[config.mk]
export PLATFORM = sky130hd
export DESIGN_NAME = fsrw_core
export DESIGN_NICKNAME = d
export VERILOG_FILES = /design/src/core/fsrw_core.v
export VERILOG_INCLUDE_DIRS = /design/src /design/src/core
export SDC_FILE = /design/constraint.sdc
export NUM_CORES = 1
export LEC_CHECK = 0
export ABC_AREA = 1
export BUFFER_PORTS_ARGS = -buffer_cell sky130_fd_sc_hd__buf_2
export CAP_MARGIN = 20
export CELL_PAD_IN_SITES_DETAIL_PLACEMENT = 0
export CELL_PAD_IN_SITES_GLOBAL_PLACEMENT = 1
export CORE_MARGIN = 3
export CORE_UTILIZATION = 47
export CTS_BUF_LIST = sky130_fd_sc_hd__clkbuf_8
export DETAILED_ROUTE_END_ITERATION = 8
export GPL_ROUTABILITY_DRIVEN = 0
export PLACE_DENSITY_LB_ADDON = 0.1
export SYNTH_ARGS = -nofsm -noshare
export SYNTH_HDL_FRONTEND = slang
export SYNTH_SLANG_ARGS = --single-unit
[constraint.sdc]
create_clock -name clk_sys_i -period 3.69 [get_ports clk_sys_i]
set_input_delay 0.369 -clock clk_sys_i [delete_from_list [all_inputs] [get_ports clk_sys_i]]
set_output_delay 0.369 -clock clk_sys_i [all_outputs]
set_load 0.01 [all_outputs]
[src/core/fsrw_map.vh]
`ifndef FSRW_MAP_VH
`define FSRW_MAP_VH
// opcodes
`define FSRW_OP_SUSPEND_FLAG_A   8'hb0
`define FSRW_OP_SUSPEND_FLAG_B   8'h75
`define FSRW_OP_RES_A    8'h7a
`define FSRW_OP_RES_B    8'hd0
`define FSRW_OP_WRAP     8'h77
// frame clock counts
`define FSRW_OPC_CLKS    6'h08
`define FSRW_WRAP_HI_CLK 6'h0f
`define FSRW_WRAP_LO_CLK 6'h10
// wrap byte field positions
`define FSRW_WRAP_DIS_BIT 4
`define FSRW_WRAP_SEL_HI  6
`define FSRW_WRAP_SEL_LO  5
// reset values
`define FSRW_WRAP_DIS_RST 1'b1
`define FSRW_WRAP_SEL_RST 2'h0
// latencies in ns, plain defaults; counts round down (shortest times)
`define FSRW_CLK_NS       8
`define FSRW_T_SUSPEND_FLAG_NS    20000
`define FSRW_T_RES_NS     20000
`define FSRW_SUSPEND_FLAG_CYC     (`FSRW_T_SUSPEND_FLAG_NS / `FSRW_CLK_NS)
`define FSRW_RES_CYC      (`FSRW_T_RES_NS / `FSRW_CLK_NS)
`endif

[src/core/fsrw_core.v]
`timescale 1ns/1ps
`default_nettype none
`include "fsrw_map.vh"

module fsrw_core (
  input  wire        clk_sys_i,
  input  wire        rst_i,
  input  wire        cs_n_i,
  input  wire        sck_i,
  input  wire [3:0]  io_i,
  input  wire        prog_start_i,
  input  wire        erase_start_i,
  input  wire        op_finish_i,
  input  wire        nosusp_op_i,
  input  wire        rd_in_suspend_flag_area_i,
  input  wire        burst_load_i,
  input  wire [23:0] burst_addr_i,
  input  wire        burst_step_i,
  output wire        suspend_flag_o,
  output wire        erase_suspended_flag_o,
  output wire        program_suspended_flag_o,
  output wire        device_active_flag_o,
  output wire        run_program_o,
  output wire        run_erase_o,
  output wire        wrap_enable_o,
  output wire [1:0]  wrap_len_o,
  output wire [23:0] burst_addr_o,
  output wire        burst_section_done_o,
  output wire        rd_data_undefined_o
);

  localparam [3:0] ST_IDLE = 4'h1;
  localparam [3:0] ST_RUN  = 4'h2;
  localparam [3:0] ST_HALT = 4'h4;
  localparam [3:0] ST_RES  = 4'h8;

  localparam integer SUSPEND_FLAG_CYC = `FSRW_SUSPEND_FLAG_CYC;
  localparam integer RES_CYC  = `FSRW_RES_CYC;
  // counts must stay below 4096 for the 12-bit latency counter
  localparam [11:0]  SUSPEND_FLAG_CNT = SUSPEND_FLAG_CYC[11:0];
  localparam [11:0]  RES_CNT  = RES_CYC[11:0];

  //////////////////////////////////////////////////////////////////////////////
  // functions

  function [5:0] wrap_mask;
    input [1:0] sel;
    begin
      // 64-byte shift overflows to zero; minus one still yields the full mask
      wrap_mask = (6'h08 << sel) - 6'h01;
    end
  endfunction

  function [23:0] burst_next;
    input [23:0] a;
    input        dis;
    input [1:0]  sel;
    reg   [5:0]  m;
    reg   [5:0]  inc;
    begin
      m = wrap_mask(sel);
      inc = a[5:0] + 6'h01;
      if (dis) begin
        burst_next = a + 24'h000001;
      end else begin
        burst_next = {a[23:6], (a[5:0] & ~m) | (inc & m)};
      end
    end
  endfunction

  //////////////////////////////////////////////////////////////////////////////
  // pin synchronisers

  reg  [5:0] s1_reg;
  reg  [5:0] s2_reg;
  reg        sck_d_reg;
  reg        cs_d_reg;

  always @(posedge clk_sys_i or posedge rst_i) begin
    if (rst_i) begin
      s1_reg    <= 6'h01;
      s2_reg    <= 6'h01;
      sck_d_reg <= 1'b0;
      cs_d_reg  <= 1'b1;
    end else begin
      s1_reg    <= {io_i, sck_i, cs_n_i};
      s2_reg    <= s1_reg;
      sck_d_reg <= s2_reg[1];
      cs_d_reg  <= s2_reg[0];
    end
  end

  wire       cs_n_s  = s2_reg[0];
  wire       sck_s   = s2_reg[1];
  wire [3:0] io_s    = s2_reg[5:2];
  // sck edge found by sampling; fine for sck well below clk_sys/2
  wire       sck_rise = sck_s & ~sck_d_reg & ~cs_n_s;
  wire       cs_rise  = cs_n_s & ~cs_d_reg;

  //////////////////////////////////////////////////////////////////////////////
  // frame capture

  reg  [5:0] clk_cnt_reg;
  reg  [7:0] opc_reg;
  reg  [7:0] wbyte_reg;

  always @(posedge clk_sys_i or posedge rst_i) begin
    if (rst_i) begin
      clk_cnt_reg <= 6'h00;
      opc_reg     <= 8'h00;
      wbyte_reg   <= 8'h00;
    end else if (cs_n_s) begin
      clk_cnt_reg <= 6'h00;
    end else if (sck_rise) begin
      if (clk_cnt_reg != 6'h3f) begin
        clk_cnt_reg <= clk_cnt_reg + 6'h01;
      end
      if (clk_cnt_reg < `FSRW_OPC_CLKS) begin
        opc_reg <= {opc_reg[6:0], io_s[0]};
      end
      if (clk_cnt_reg == `FSRW_WRAP_HI_CLK - 6'h01) begin
        wbyte_reg[7:4] <= io_s;
      end
      if (clk_cnt_reg == `FSRW_WRAP_LO_CLK - 6'h01) begin
        wbyte_reg[3:0] <= io_s;
      end
    end
  end

  // count still holds the frame length in the cs rise cycle
  // byte boundary on single line
  wire single_ok = (clk_cnt_reg >= `FSRW_OPC_CLKS) && (clk_cnt_reg[2:0] == 3'h0);
  // quad phase: two clocks per byte after opcode
  wire quad_ok   = (clk_cnt_reg >= `FSRW_WRAP_LO_CLK) && ~clk_cnt_reg[0];

  // no write latch gating on suspend
  wire suspend_flag_cmd = cs_rise && single_ok &&
                  (opc_reg == `FSRW_OP_SUSPEND_FLAG_A || opc_reg == `FSRW_OP_SUSPEND_FLAG_B);
  // no write latch gating on resume
  wire res_cmd  = cs_rise && single_ok &&
                  (opc_reg == `FSRW_OP_RES_A || opc_reg == `FSRW_OP_RES_B);
  wire wrap_cmd = cs_rise && quad_ok && (opc_reg == `FSRW_OP_WRAP);

  //////////////////////////////////////////////////////////////////////////////
  // suspend / resume sequencer

  reg  [3:0]  st_reg;
  reg  [3:0]  st_next;
  reg  [11:0] lat_reg;
  reg  [11:0] lat_next;
  reg         kind_erase_reg;
  reg         kind_erase_next;
  reg         ps_reg;
  reg         ps_next;
  reg         es_reg;
  reg         es_next;
  reg         suspend_flag_reg;
  reg         suspend_flag_next;

  always @* begin
    st_next         = st_reg;
    lat_next        = lat_reg;
    kind_erase_next = kind_erase_reg;
    ps_next         = ps_reg;
    es_next         = es_reg;
    suspend_flag_next       = suspend_flag_reg;
    case (st_reg)
      ST_IDLE: begin
        // a locked op also holds off resume and new starts
        // resume needs a suspended flag and not busy
        if (res_cmd && (ps_reg || es_reg) && !nosusp_op_i) begin
          if (ps_reg) begin
            ps_next         = 1'b0;
            kind_erase_next = 1'b0;
            suspend_flag_next       = es_reg;
          end else begin
            es_next         = 1'b0;
            kind_erase_next = 1'b1;
            suspend_flag_next       = 1'b0;
          end
          st_next  = ST_RES;
          lat_next = RES_CNT - 12'h001;
        end else if (prog_start_i && !ps_reg && !nosusp_op_i) begin
          st_next         = ST_RUN;
          kind_erase_next = 1'b0;
        end else if (erase_start_i && !ps_reg && !es_reg && !nosusp_op_i) begin
          st_next         = ST_RUN;
          kind_erase_next = 1'b1;
        end
      end
      ST_RUN: begin
        if (op_finish_i) begin
          st_next = ST_IDLE;
        end else if (suspend_flag_cmd && !nosusp_op_i) begin
          st_next  = ST_HALT;
          lat_next = SUSPEND_FLAG_CNT - 12'h001;
        end
      end
      ST_HALT: begin
        // op_finish ignored here; the engine is already parked
        // flags set, busy cleared at halt
        if (lat_reg == 12'h000) begin
          st_next   = ST_IDLE;
          suspend_flag_next = 1'b1;
          if (kind_erase_reg) begin
            es_next = 1'b1;
          end else begin
            ps_next = 1'b1;
          end
        end else begin
          lat_next = lat_reg - 12'h001;
        end
      end
      ST_RES: begin
        // suspend not looked at while resuming
        if (lat_reg == 12'h000) begin
          st_next = ST_RUN;
        end else begin
          lat_next = lat_reg - 12'h001;
        end
      end
      default: begin
        st_next = ST_IDLE;
      end
    endcase
  end

  always @(posedge clk_sys_i or posedge rst_i) begin
    if (rst_i) begin
      st_reg         <= ST_IDLE;
      lat_reg        <= 12'h000;
      kind_erase_reg <= 1'b0;
      ps_reg         <= 1'b0;
      es_reg         <= 1'b0;
      suspend_flag_reg       <= 1'b0;
    end else begin
      st_reg         <= st_next;
      lat_reg        <= lat_next;
      kind_erase_reg <= kind_erase_next;
      ps_reg         <= ps_next;
      es_reg         <= es_next;
      suspend_flag_reg       <= suspend_flag_next;
    end
  end

  // flags always readable, reads never blocked
  assign suspend_flag_o           = suspend_flag_reg;
  assign erase_suspended_flag_o   = es_reg;
  assign program_suspended_flag_o = ps_reg;
  assign device_active_flag_o     = ~st_reg[0];
  // engine halts at once; flags follow after the latency
  assign run_program_o            = st_reg[1] & ~kind_erase_reg;
  assign run_erase_o              = st_reg[1] & kind_erase_reg;

  //////////////////////////////////////////////////////////////////////////////
  // wrap setting and burst address

  reg         wrap_dis_reg;
  reg  [1:0]  wrap_sel_reg;
  reg  [23:0] baddr_reg;
  reg  [6:0]  bcnt_reg;
  reg         undef_reg;
  wire [6:0]  sect_bytes = {1'b0, wrap_mask(wrap_sel_reg)} + 7'h01;

  always @(posedge clk_sys_i or posedge rst_i) begin
    if (rst_i) begin
      wrap_dis_reg <= `FSRW_WRAP_DIS_RST;
      wrap_sel_reg <= `FSRW_WRAP_SEL_RST;
    end else if (wrap_cmd) begin
      wrap_dis_reg <= wbyte_reg[`FSRW_WRAP_DIS_BIT];
      wrap_sel_reg <= wbyte_reg[`FSRW_WRAP_SEL_HI:`FSRW_WRAP_SEL_LO];
    end
  end

  always @(posedge clk_sys_i or posedge rst_i) begin
    if (rst_i) begin
      baddr_reg <= 24'h000000;
      bcnt_reg  <= 7'h00;
      undef_reg <= 1'b0;
    end else begin
      // a plain flag; the read path itself is not held off
      // data from a suspended area is undefined
      undef_reg <= rd_in_suspend_flag_area_i & (ps_reg | es_reg);
      if (burst_load_i) begin
        baddr_reg <= burst_addr_i;
        bcnt_reg  <= 7'h01;
      end else if (burst_step_i) begin
        baddr_reg <= burst_next(baddr_reg, wrap_dis_reg, wrap_sel_reg);
        if (bcnt_reg != 7'h7f) begin
          bcnt_reg <= bcnt_reg + 7'h01;
        end
      end
    end
  end

  assign wrap_enable_o        = ~wrap_dis_reg;
  assign wrap_len_o           = wrap_sel_reg;
  assign burst_addr_o         = baddr_reg;
  // whole section returned once count reaches its size
  assign burst_section_done_o = ~wrap_dis_reg &&
                                (bcnt_reg == sect_bytes);
  assign rd_data_undefined_o  = undef_reg;

endmodule // fsrw_core
`default_nettype wire

# == Word level (Yosys, flattened, before mapping) ==
# Cells that the tools add are included.
# word_totals
ff_bits,84
inputBits,39
out_inout_bits,35
wordCells,152
# classes
addsub,7
magnitude_cmp,3
n_eq_ne,23
shift,1
n_mux,37
bitwise_logic,18
n_reduce_logical,44
# ops
op,n
$mux W24,3
$mux W12,4
$pmux W12 S3,1
$mux W4,7
$add A24 B1 Y24 const B,1
$eq A8 B7 Y1 const B,3
$mux W7,3
$mux W6,3
$eq A8 B8 Y1 const B,2
$logic_and A1 B1 Y1,16
$ne A2 B2 Y1 const B,8
$pmux W4 S4,1
$add A6 B1 Y6 const B,2
$and A6 B6 Y6,2
$logic_not A12 Y1,1
$mux W1,12
$reduce_and A4 Y1,3
$reduce_bool A2 Y1,6
$sub A12 B1 Y12 const B,1
$reduce_and A3 Y1,3
$reduce_and A2 Y1,4
$add A6 B1 Y7 const B,1
$add A7 B1 Y7 const B,1
$eq A7 B7 Y1,1
other kinds (26),44

# == Depth between registers and ports, before layout ==
# Gate-level depths: netlist of the first run.
# logic_depth
depth_word,8
ltp_mapped,13
mapped_depth_nobuf,12

# == Worst setup path after synthesis of the first run ==
# OpenSTA, ideal clock, no wires.
# synth_path
path_kind,register -> register
start,register clk_cnt_reg[0]
end,register lat_reg[0]
arrival_time_ns,1.491
path_slack_ns,2.080
path_stages_with_launch,13
path_buffers,1
period_less_slack_ns,1.610
cell_sequence,dfrtp_1 inv_1 ha_1 nand2_1 nor2_2 nand3_2 nor2_4 nand2_4 nand2_4 nand2_4 buf_8 o21bai_2 nand2_1
# synth_between
elab_chain_len,8
word_cells_on_any_way,12
cone_classes,order compare: 1; eq/ne: 2; reduce/logical: 9
# synth_rtl
item,line_no,rtl
from (decl),fsrw_core.v:103,reg [5:0] clk_cnt_reg;
from (signal assigned),fsrw_core.v:116,clk_cnt_reg <= clk_cnt_reg + 6'h01;
$ge A6 B4 Y1 (no line) or $logic_not A3 Y1 (tied branches),n/a,
$logic_and A1 B1 Y1 *,fsrw_core.v:132,wire single_ok = (clk_cnt_reg >= `FSRW_OPC_CLKS) && (clk_cnt_reg[2:0] == 3'h0);
$logic_and A1 B1 Y1 *,"fsrw_core.v:137, fsrw_core.v:140",
$logic_and A1 B1 Y1,fsrw_core.v:140,wire res_cmd = cs_rise && single_ok &&
$logic_and A1 B1 Y1 (2 in a row),fsrw_core.v:171,if (res_cmd && (ps_reg || es_reg) && !nosusp_op_i) begin
$ne A2 B2 Y1 (no line),n/a,
$reduce_and A5 Y1 (no line) *,n/a,
to (signal assigned),fsrw_core.v:238,lat_reg <= lat_next;
to (decl),fsrw_core.v:149,reg [11:0] lat_reg;
# Every way passes the cells marked *; elsewhere a longest branch is shown, timed or not.
# A chain may end at the register's enable or synchronous reset.

# == Worst setup path after layout of the first run ==
# layout_path
start,register bcnt_reg[0]
end,output burst_section_done_o
# layout_between
elab_chain_len,2
# layout_rtl
item,line_no,rtl
from (decl),fsrw_core.v:261,reg [6:0] bcnt_reg;
from (signal assigned),fsrw_core.v:290,bcnt_reg <= bcnt_reg + 7'h01;
$eq A7 B7 Y1,fsrw_core.v:301,(bcnt_reg == sect_bytes);
$logic_and A1 B1 Y1,fsrw_core.v:300,assign burst_section_done_o = ~wrap_dis_reg &&
to (decl),fsrw_core.v:28,"output wire burst_section_done_o,"
# No other way between the ends.

==> results.sh, run 1 <==
export IMPL_via_per_inst=5.16
export IMPL_instances_no_fill=901
export IMPL_p_leak_nw=2.93
export IMPL_synthCells=690
export IMPL_tightest_slew_ps=556
export IMPL_pwr_share_clk_pct=25.8
export IMPL_crit_required_ps=3320
export IMPL_power_frac_comb_pct=34.0
export IMPL_gr_total_overflow=0
export IMPL_grt_max_degree=35
export IMPL_seq_area_um2=2110
export IMPL_fill_cells=1038
export IMPL_synth_area_um2=5150
export IMPL_clk_pin_slew_worst_paths_ps=100
export IMPL_tns_ps=0
export IMPL_fin_area_um2=5830
export IMPL_diodes=0
export IMPL_grt_pass1_vias=4557
export IMPL_multi_input_area_um2=2560
export IMPL_cts_max_path_buffers=2
export IMPL_ctsRootBufferMaster="clkbuf_8"
export IMPL_pre_cts_slack_ps=1410
export IMPL_rsz0062_at_grt="false"
export IMPL_switching_share_pct=39.4
export IMPL_core_area_um2=10500
export IMPL_yosys_most_used_dff="dfrtp_1"
export IMPL_hp_start="cs_n_i"
export IMPL_fin_nets=806
export IMPL_crit_arrival_ps=1670
export IMPL_slew_violations=0
export IMPL_antenna_found_initial=0
export IMPL_synthArstFlopShare_pct=100
export IMPL_finClkSkew_ps=11.9
export IMPL_seq_area_frac_synth_pct=40.9
export IMPL_hp_class="in -> reg"
export IMPL_clock_fmax_mhz=489
export IMPL_wl_per_cell_um=13.4
export IMPL_portBuffers=72
export IMPL_status="finished clean"
export IMPL_cts_buffers=9
export IMPL_initial_core_util_pct=49.1
export IMPL_relSlewSlack_pct=62.9
export IMPL_seq_power_share_pct=40.3
export IMPL_cts_setup_buffers=0
export IMPL_grt_pass1_wl_um=20700
export IMPL_ys_top_cells_by_count="nand2_1 (155), inv_1 (93), nor2_1 (84)"
export IMPL_r2r_slack_ps=1650
export IMPL_fin_util_pct=55.5
export IMPL_yosysMostFrequentCell="nand2_1"
export IMPL_holdPathEnd="s1_reg[0]"
export IMPL_yosysWarningCount=0
export IMPL_layout_drive_gt1_share_pct=20.3
export IMPL_rr_endpoint="lat_reg[10]"
export IMPL_cts_tree="built"
export IMPL_track_usage_pct=20.1
export IMPL_dpl_instance_area_um2=5600
export IMPL_worstSetupEndpointType="output port"
export IMPL_ios=74
export IMPL_synth_edf_count=0
export IMPL_postRouteAntennaNets=0
export IMPL_syn_to_final_growth_pct=13.1
export IMPL_dr_pass1_iters=4
export IMPL_largest_reg_flops=21
export IMPL_critPathMaxFanout=5
export IMPL_period_minus_slack_ps=2040
export IMPL_clk_latency_ps=360
export IMPL_rows=37
export IMPL_max_cap_viol_count=0
export IMPL_p_per_area_nw_per_um2=503
export IMPL_ys_types=42
export IMPL_die_h_um=111
export IMPL_yosysTopAreaCell="dfrtp_1"
export IMPL_htreeDepth=3
export IMPL_clock_sinks=84
export IMPL_period_share_pct=55.4
export IMPL_syn_area_per_cell_um2=7.47
export IMPL_finalSetupViolCount=0
export IMPL_p_int_w=0.00178
export IMPL_ys_ff_latch=84
export IMPL_worstReg2RegStart="st_reg[0]"
export IMPL_vias=4645
export IMPL_startpoint_type="flip-flop"
export IMPL_placedCellCount=884
export IMPL_irDropWorstVdd_mv=0.409
export IMPL_fp_dieW_um=111
export IMPL_post_synth_top_area_fraction_pct=38.3
export IMPL_hold_viol_final=0
export IMPL_drt_wl_total_um=12000
export IMPL_synth_area_top_cells="dfrtp_1 (38%), nand2_1 (11%), inv_1 (6.8%)"
export IMPL_die_area_um2=12300
export IMPL_min_path_cells=1
export IMPL_p_sw_w=0.00116
export IMPL_crit_type="reg -> out"
export IMPL_drt_drc_violations_left=0
export IMPL_syn_nets=736
export IMPL_rr_worst_depth=9
export IMPL_dp_hpwl_um=8970
export IMPL_drt_iter0_drc=228
export IMPL_worst_slack_ps=1650
-- worst max-delay path, stage by stage (launching register included) --
cell and delay, ps:
dfrtp_1 440, inv_1 120, ha_1 170, o2111ai_1 110, nor4_1 280, buf_2 190
-- cell families (layout without fill, tap and decap cells) --
| group | after synthesis | count (layout) | synth area share (%) |
|---|---|---|---|
| xor+xnor | 7 | 7 | 1.19 |
| fa+ha+maj | 7 | 7 | 1.70 |
| compound gates | 115 | 115 | 13.8 |
| buf+inv | 117 | 192 | 9.44 |
| mux | 5 | 5 | 1.09 |
| flops | 84 | 84 | 40.9 |
| simple gates | 355 | 355 | 31.9 |
-- cells in the final DEF, fill, tap and decap left out, types with 8 or more instances in the layout --
master,synthesis,routed
nor2_1,84,84
o21ai_0,32,32
nand2_2,8,8
clkbuf_8,0,9
nand2_1,155,155
o21bai_2,10,10
inv_1,93,93
a21oi_1,46,46
nand4_1,16,16
dfrtp_1,79,79
buf_2,8,72
nand3_1,56,56
-- layer usage --
layer / track usage (%) / wire length (um)
met3: 3.06 / 517
met1: 27.2 / 5740
met5: 0 / 0
met4: 7.06 / 230
met2: 33.0 / 5560
-- power by group through the flow --
stage	Clock (W)	Sequential (W)	Combinational (W)
floorplan	0	0.00119	0.000818
global placement	0	0.00119	0.000989
detailed placement	0	0.00120	0.00101
CTS	0.000780	0.00118	0.00101
global route	0.000822	0.00121	0.00114
finish	0.000756	0.00118	0.000998
-- layout make-up --
type                            count  area share [%]
Clock buffer                        9            2.12
Inverter                          100            6.46
Multi-Input combinational cell    489            43.9
Tap cell                          136            2.92
Sequential cell                    84            36.2
Clock inverter                      7            1.72
Timing Repair Buffer               76            6.74
-- worst max path at each step --
stage,start,to
after floorplan,rst_i,asynchronous set/reset pin
after global placement,burst_load_i,burst_addr_o[6]
after detailed placement,burst_load_i,burst_addr_o[6]
after CTS,bcnt_reg[0],burst_section_done_o
after global routing,st_reg[0],lat_reg[4]
final,bcnt_reg[0],burst_section_done_o
-- through the flow --
stage	hold slack (ps)	total power [W]
floorplan	331	0.00200
global placement	334	0.00218
detailed placement	336	0.00221
CTS	87.8	0.00297
global route	72.7	0.00317
finish	104	0.00294
-- what timing repair did --
item                                   in CTS  in global routing
hold buffers                                1                  0
resized for setup                           0                  0
endpoints found under the hold margin      21                  0
Note: power is estimated with default switching activity, not from simulation.
==> inputs of run 2 (changes only) <==
Settings changed: CORE_UTILIZATION 47 to 39.
Clock period 3.69 ns to 1.64 ns, I/O delays scaled along.
==> results.sh, run 2 (synthesis gave the netlist of run 1 again) <==
export IMPL_vias=4910
export IMPL_fin_nets=869
export IMPL_ios=74
export IMPL_min_path_cells=3
export IMPL_rr_worst_depth=11
export IMPL_finalPower_w=0.00743
export IMPL_die_h_um=121
export IMPL_p_per_area_nw_per_um2=1110
export IMPL_htreeDepth=3
export IMPL_largest_reg_flops=21
export IMPL_irDropWorstVdd_mv=0.740
export IMPL_clk_pin_slew_worst_paths_ps=100
export IMPL_most_common_layout_cells="nand2_1 (151), inv_1 (84), nor2_1 (77), dfrtp_1 (74), buf_2 (72)"
export IMPL_dpl_instance_area_um2=5900
export IMPL_dr_pass1_iters=5
export IMPL_critPathMaxFanout=3
export IMPL_finalSetupViolCount=4
export IMPL_wl_per_cell_um=13.6
export IMPL_relSlewSlack_pct=66.4
export IMPL_grt_pass1_vias=4832
export IMPL_rsz0062_at_grt="true"
export IMPL_period_minus_slack_ps=1740
export IMPL_cts_tree="built"
export IMPL_fin_area_um2=6710
export IMPL_startpoint_type="flip-flop"
export IMPL_clock_fmax_mhz=575
export IMPL_final_common_cell="nand2_1"
export IMPL_core_area_um2=12800
export IMPL_timing_hold_ws_ps=34.6
export IMPL_p_leak_nw=3.28
export IMPL_holdPathEnd="burst_addr_o[0]"
export IMPL_grt_max_degree=31
export IMPL_die_area_um2=14600
export IMPL_clk_latency_ps=370
export IMPL_worstReg2RegStart="clk_cnt_reg[0]"
export IMPL_tightest_slew_ps=502
export IMPL_critPathBufInv=2
export IMPL_initial_core_util_pct=40.4
export IMPL_drt_drc_violations_left=0
export IMPL_cts_max_path_buffers=2
export IMPL_hp_class="in -> reg"
export IMPL_rows=41
export IMPL_layout_drive_gt1_share_pct=30.9
export IMPL_hp_start="burst_addr_i[0]"
export IMPL_worst_slack_ps=-99.2
export IMPL_tns_ps=-121
export IMPL_postRouteAntennaNets=0
export IMPL_hold_viol_final=0
export IMPL_drt_iter0_drc=327
export IMPL_max_cap_viol_count=0
export IMPL_worstSetupEndpointType="output port"
export IMPL_critical_path_max_stage_delay_ps=440
export IMPL_critical_path_top_delay_family="simple AND/OR/NAND/NOR gates"
export IMPL_crit_required_ps=1480
export IMPL_status="complete, but fails checks"
export IMPL_drt_wl_total_um=13600
export IMPL_syn_to_final_growth_pct=30.1
export IMPL_track_usage_pct=19.0
export IMPL_rr_endpoint="lat_reg[11]"
export IMPL_gr_total_overflow=0
export IMPL_violations="setup timing"
export IMPL_via_per_inst=4.91
export IMPL_dp_hpwl_um=9680
export IMPL_crit_type="reg -> out"
export IMPL_ctsRootBufferMaster="clkbuf_8"
export IMPL_period_share_pct=106
export IMPL_diodes=0
export IMPL_slew_violations=0
export IMPL_grt_pass1_wl_um=22600
export IMPL_cp_slowest_cell="dfrtp_1"
export IMPL_antenna_found_initial=0
export IMPL_r2r_slack_ps=-20
export IMPL_crit_arrival_ps=1580
export IMPL_path_cells="buf_6 > nor2_4 > nor2_2 > nor2_1 > nor4_2 > buf_2"
export IMPL_portBuffers=72
export IMPL_fill_cells=1270
export IMPL_finClkSkew_ps=13.3
export IMPL_clock_sinks=84
export IMPL_cts_buffers=9
export IMPL_fp_dieW_um=121
==> run 2: cell types whose count changed in the layout (fill, tap and decap cells not counted), sizes merged <==
cell / change
buf: +54
bufinv: -2
clkbuf: +1
clkinv: -1
clkinvlp: +1
dlygate4sd3: +7
inv: +2
nand2: +1
==> run 2: through the flow <==
| step | worst slack, ps | cells | utilization, % |
|---|---|---|---|
| floorplan | 29.5 | 690 | - |
| global placement | 49.0 | 945 | 46.2 |
| detailed placement | -5.15 | 945 | 46.2 |
| CTS | -128 | 986 | 49.6 |
| global route | -261 | 1000 | 52.5 |
| finish | -99.2 | 1000 | 52.5 |
==> run 2: worst max path at each step <==
stage / startpoint / to / cells after the start / slack (ps)
5_1_grt: wrap_len_o[1] / burst_section_done_o / 5 / -260
3_5_place_dp: clk_cnt_reg[0] / lat_reg[10] / 11 / -5
3_3_place_gp: clk_cnt_reg[0] / lat_reg[10] / 11 / 50
4_1_cts: wrap_len_o[0] / burst_section_done_o / 4 / -130
2_1_floorplan: clk_cnt_reg[0] / lat_reg[0] / 12 / 30
6_report: wrap_len_o[1] / burst_section_done_o / 6 / -100
==> run 2: timing repair <==
action	CTS	global route
gates resized for setup	15	61
hold endpoints to repair	21	0
cloned	0	2
hold buffers	8	0
pin swaps	5	19
buffers inserted	17	14
setup endpoints to repair	3	30
==> run 2: final cells by class <==
class                      instances  area [um^2]  share of cell area (%)
clock buffer                       9          124                    1.85
multi-input combinational        490         2820                    42.0
sequential                        84         2110                    31.5
clock inverter                     7         65.1                   0.970
inverter                         100          382                    5.69
timing repair buffer             138          987                    14.7
tap                              172          215                    3.21
==> run 2: metal layers <==
metal	part of all wire, %	up-vias	GRT usage [%]
li1	-	2505	-
met1	47	2295	25.6
met2	47	96	31.5
met3	4.2	14	2.80
met4	1.4	0	6.16
met5	0	-	0
==> run 2: where the power goes <==
group	switching [W]	internal, W
registers	0.000289	0.00237
logic	0.00189	0.00139
clock network	0.000892	0.000591
==> run 2: worst register-to-register path, delay by kind of cell, from the launching register on <==
family / cells / cell delay (ps)
adder cells (fa/ha/maj): 1 / 140
AO/OA/AOI/OAI: 1 / 150
buffers and inverters: 1 / 90
flip-flops: 1 / 400
AND/OR/NAND/NOR: 8 / 790
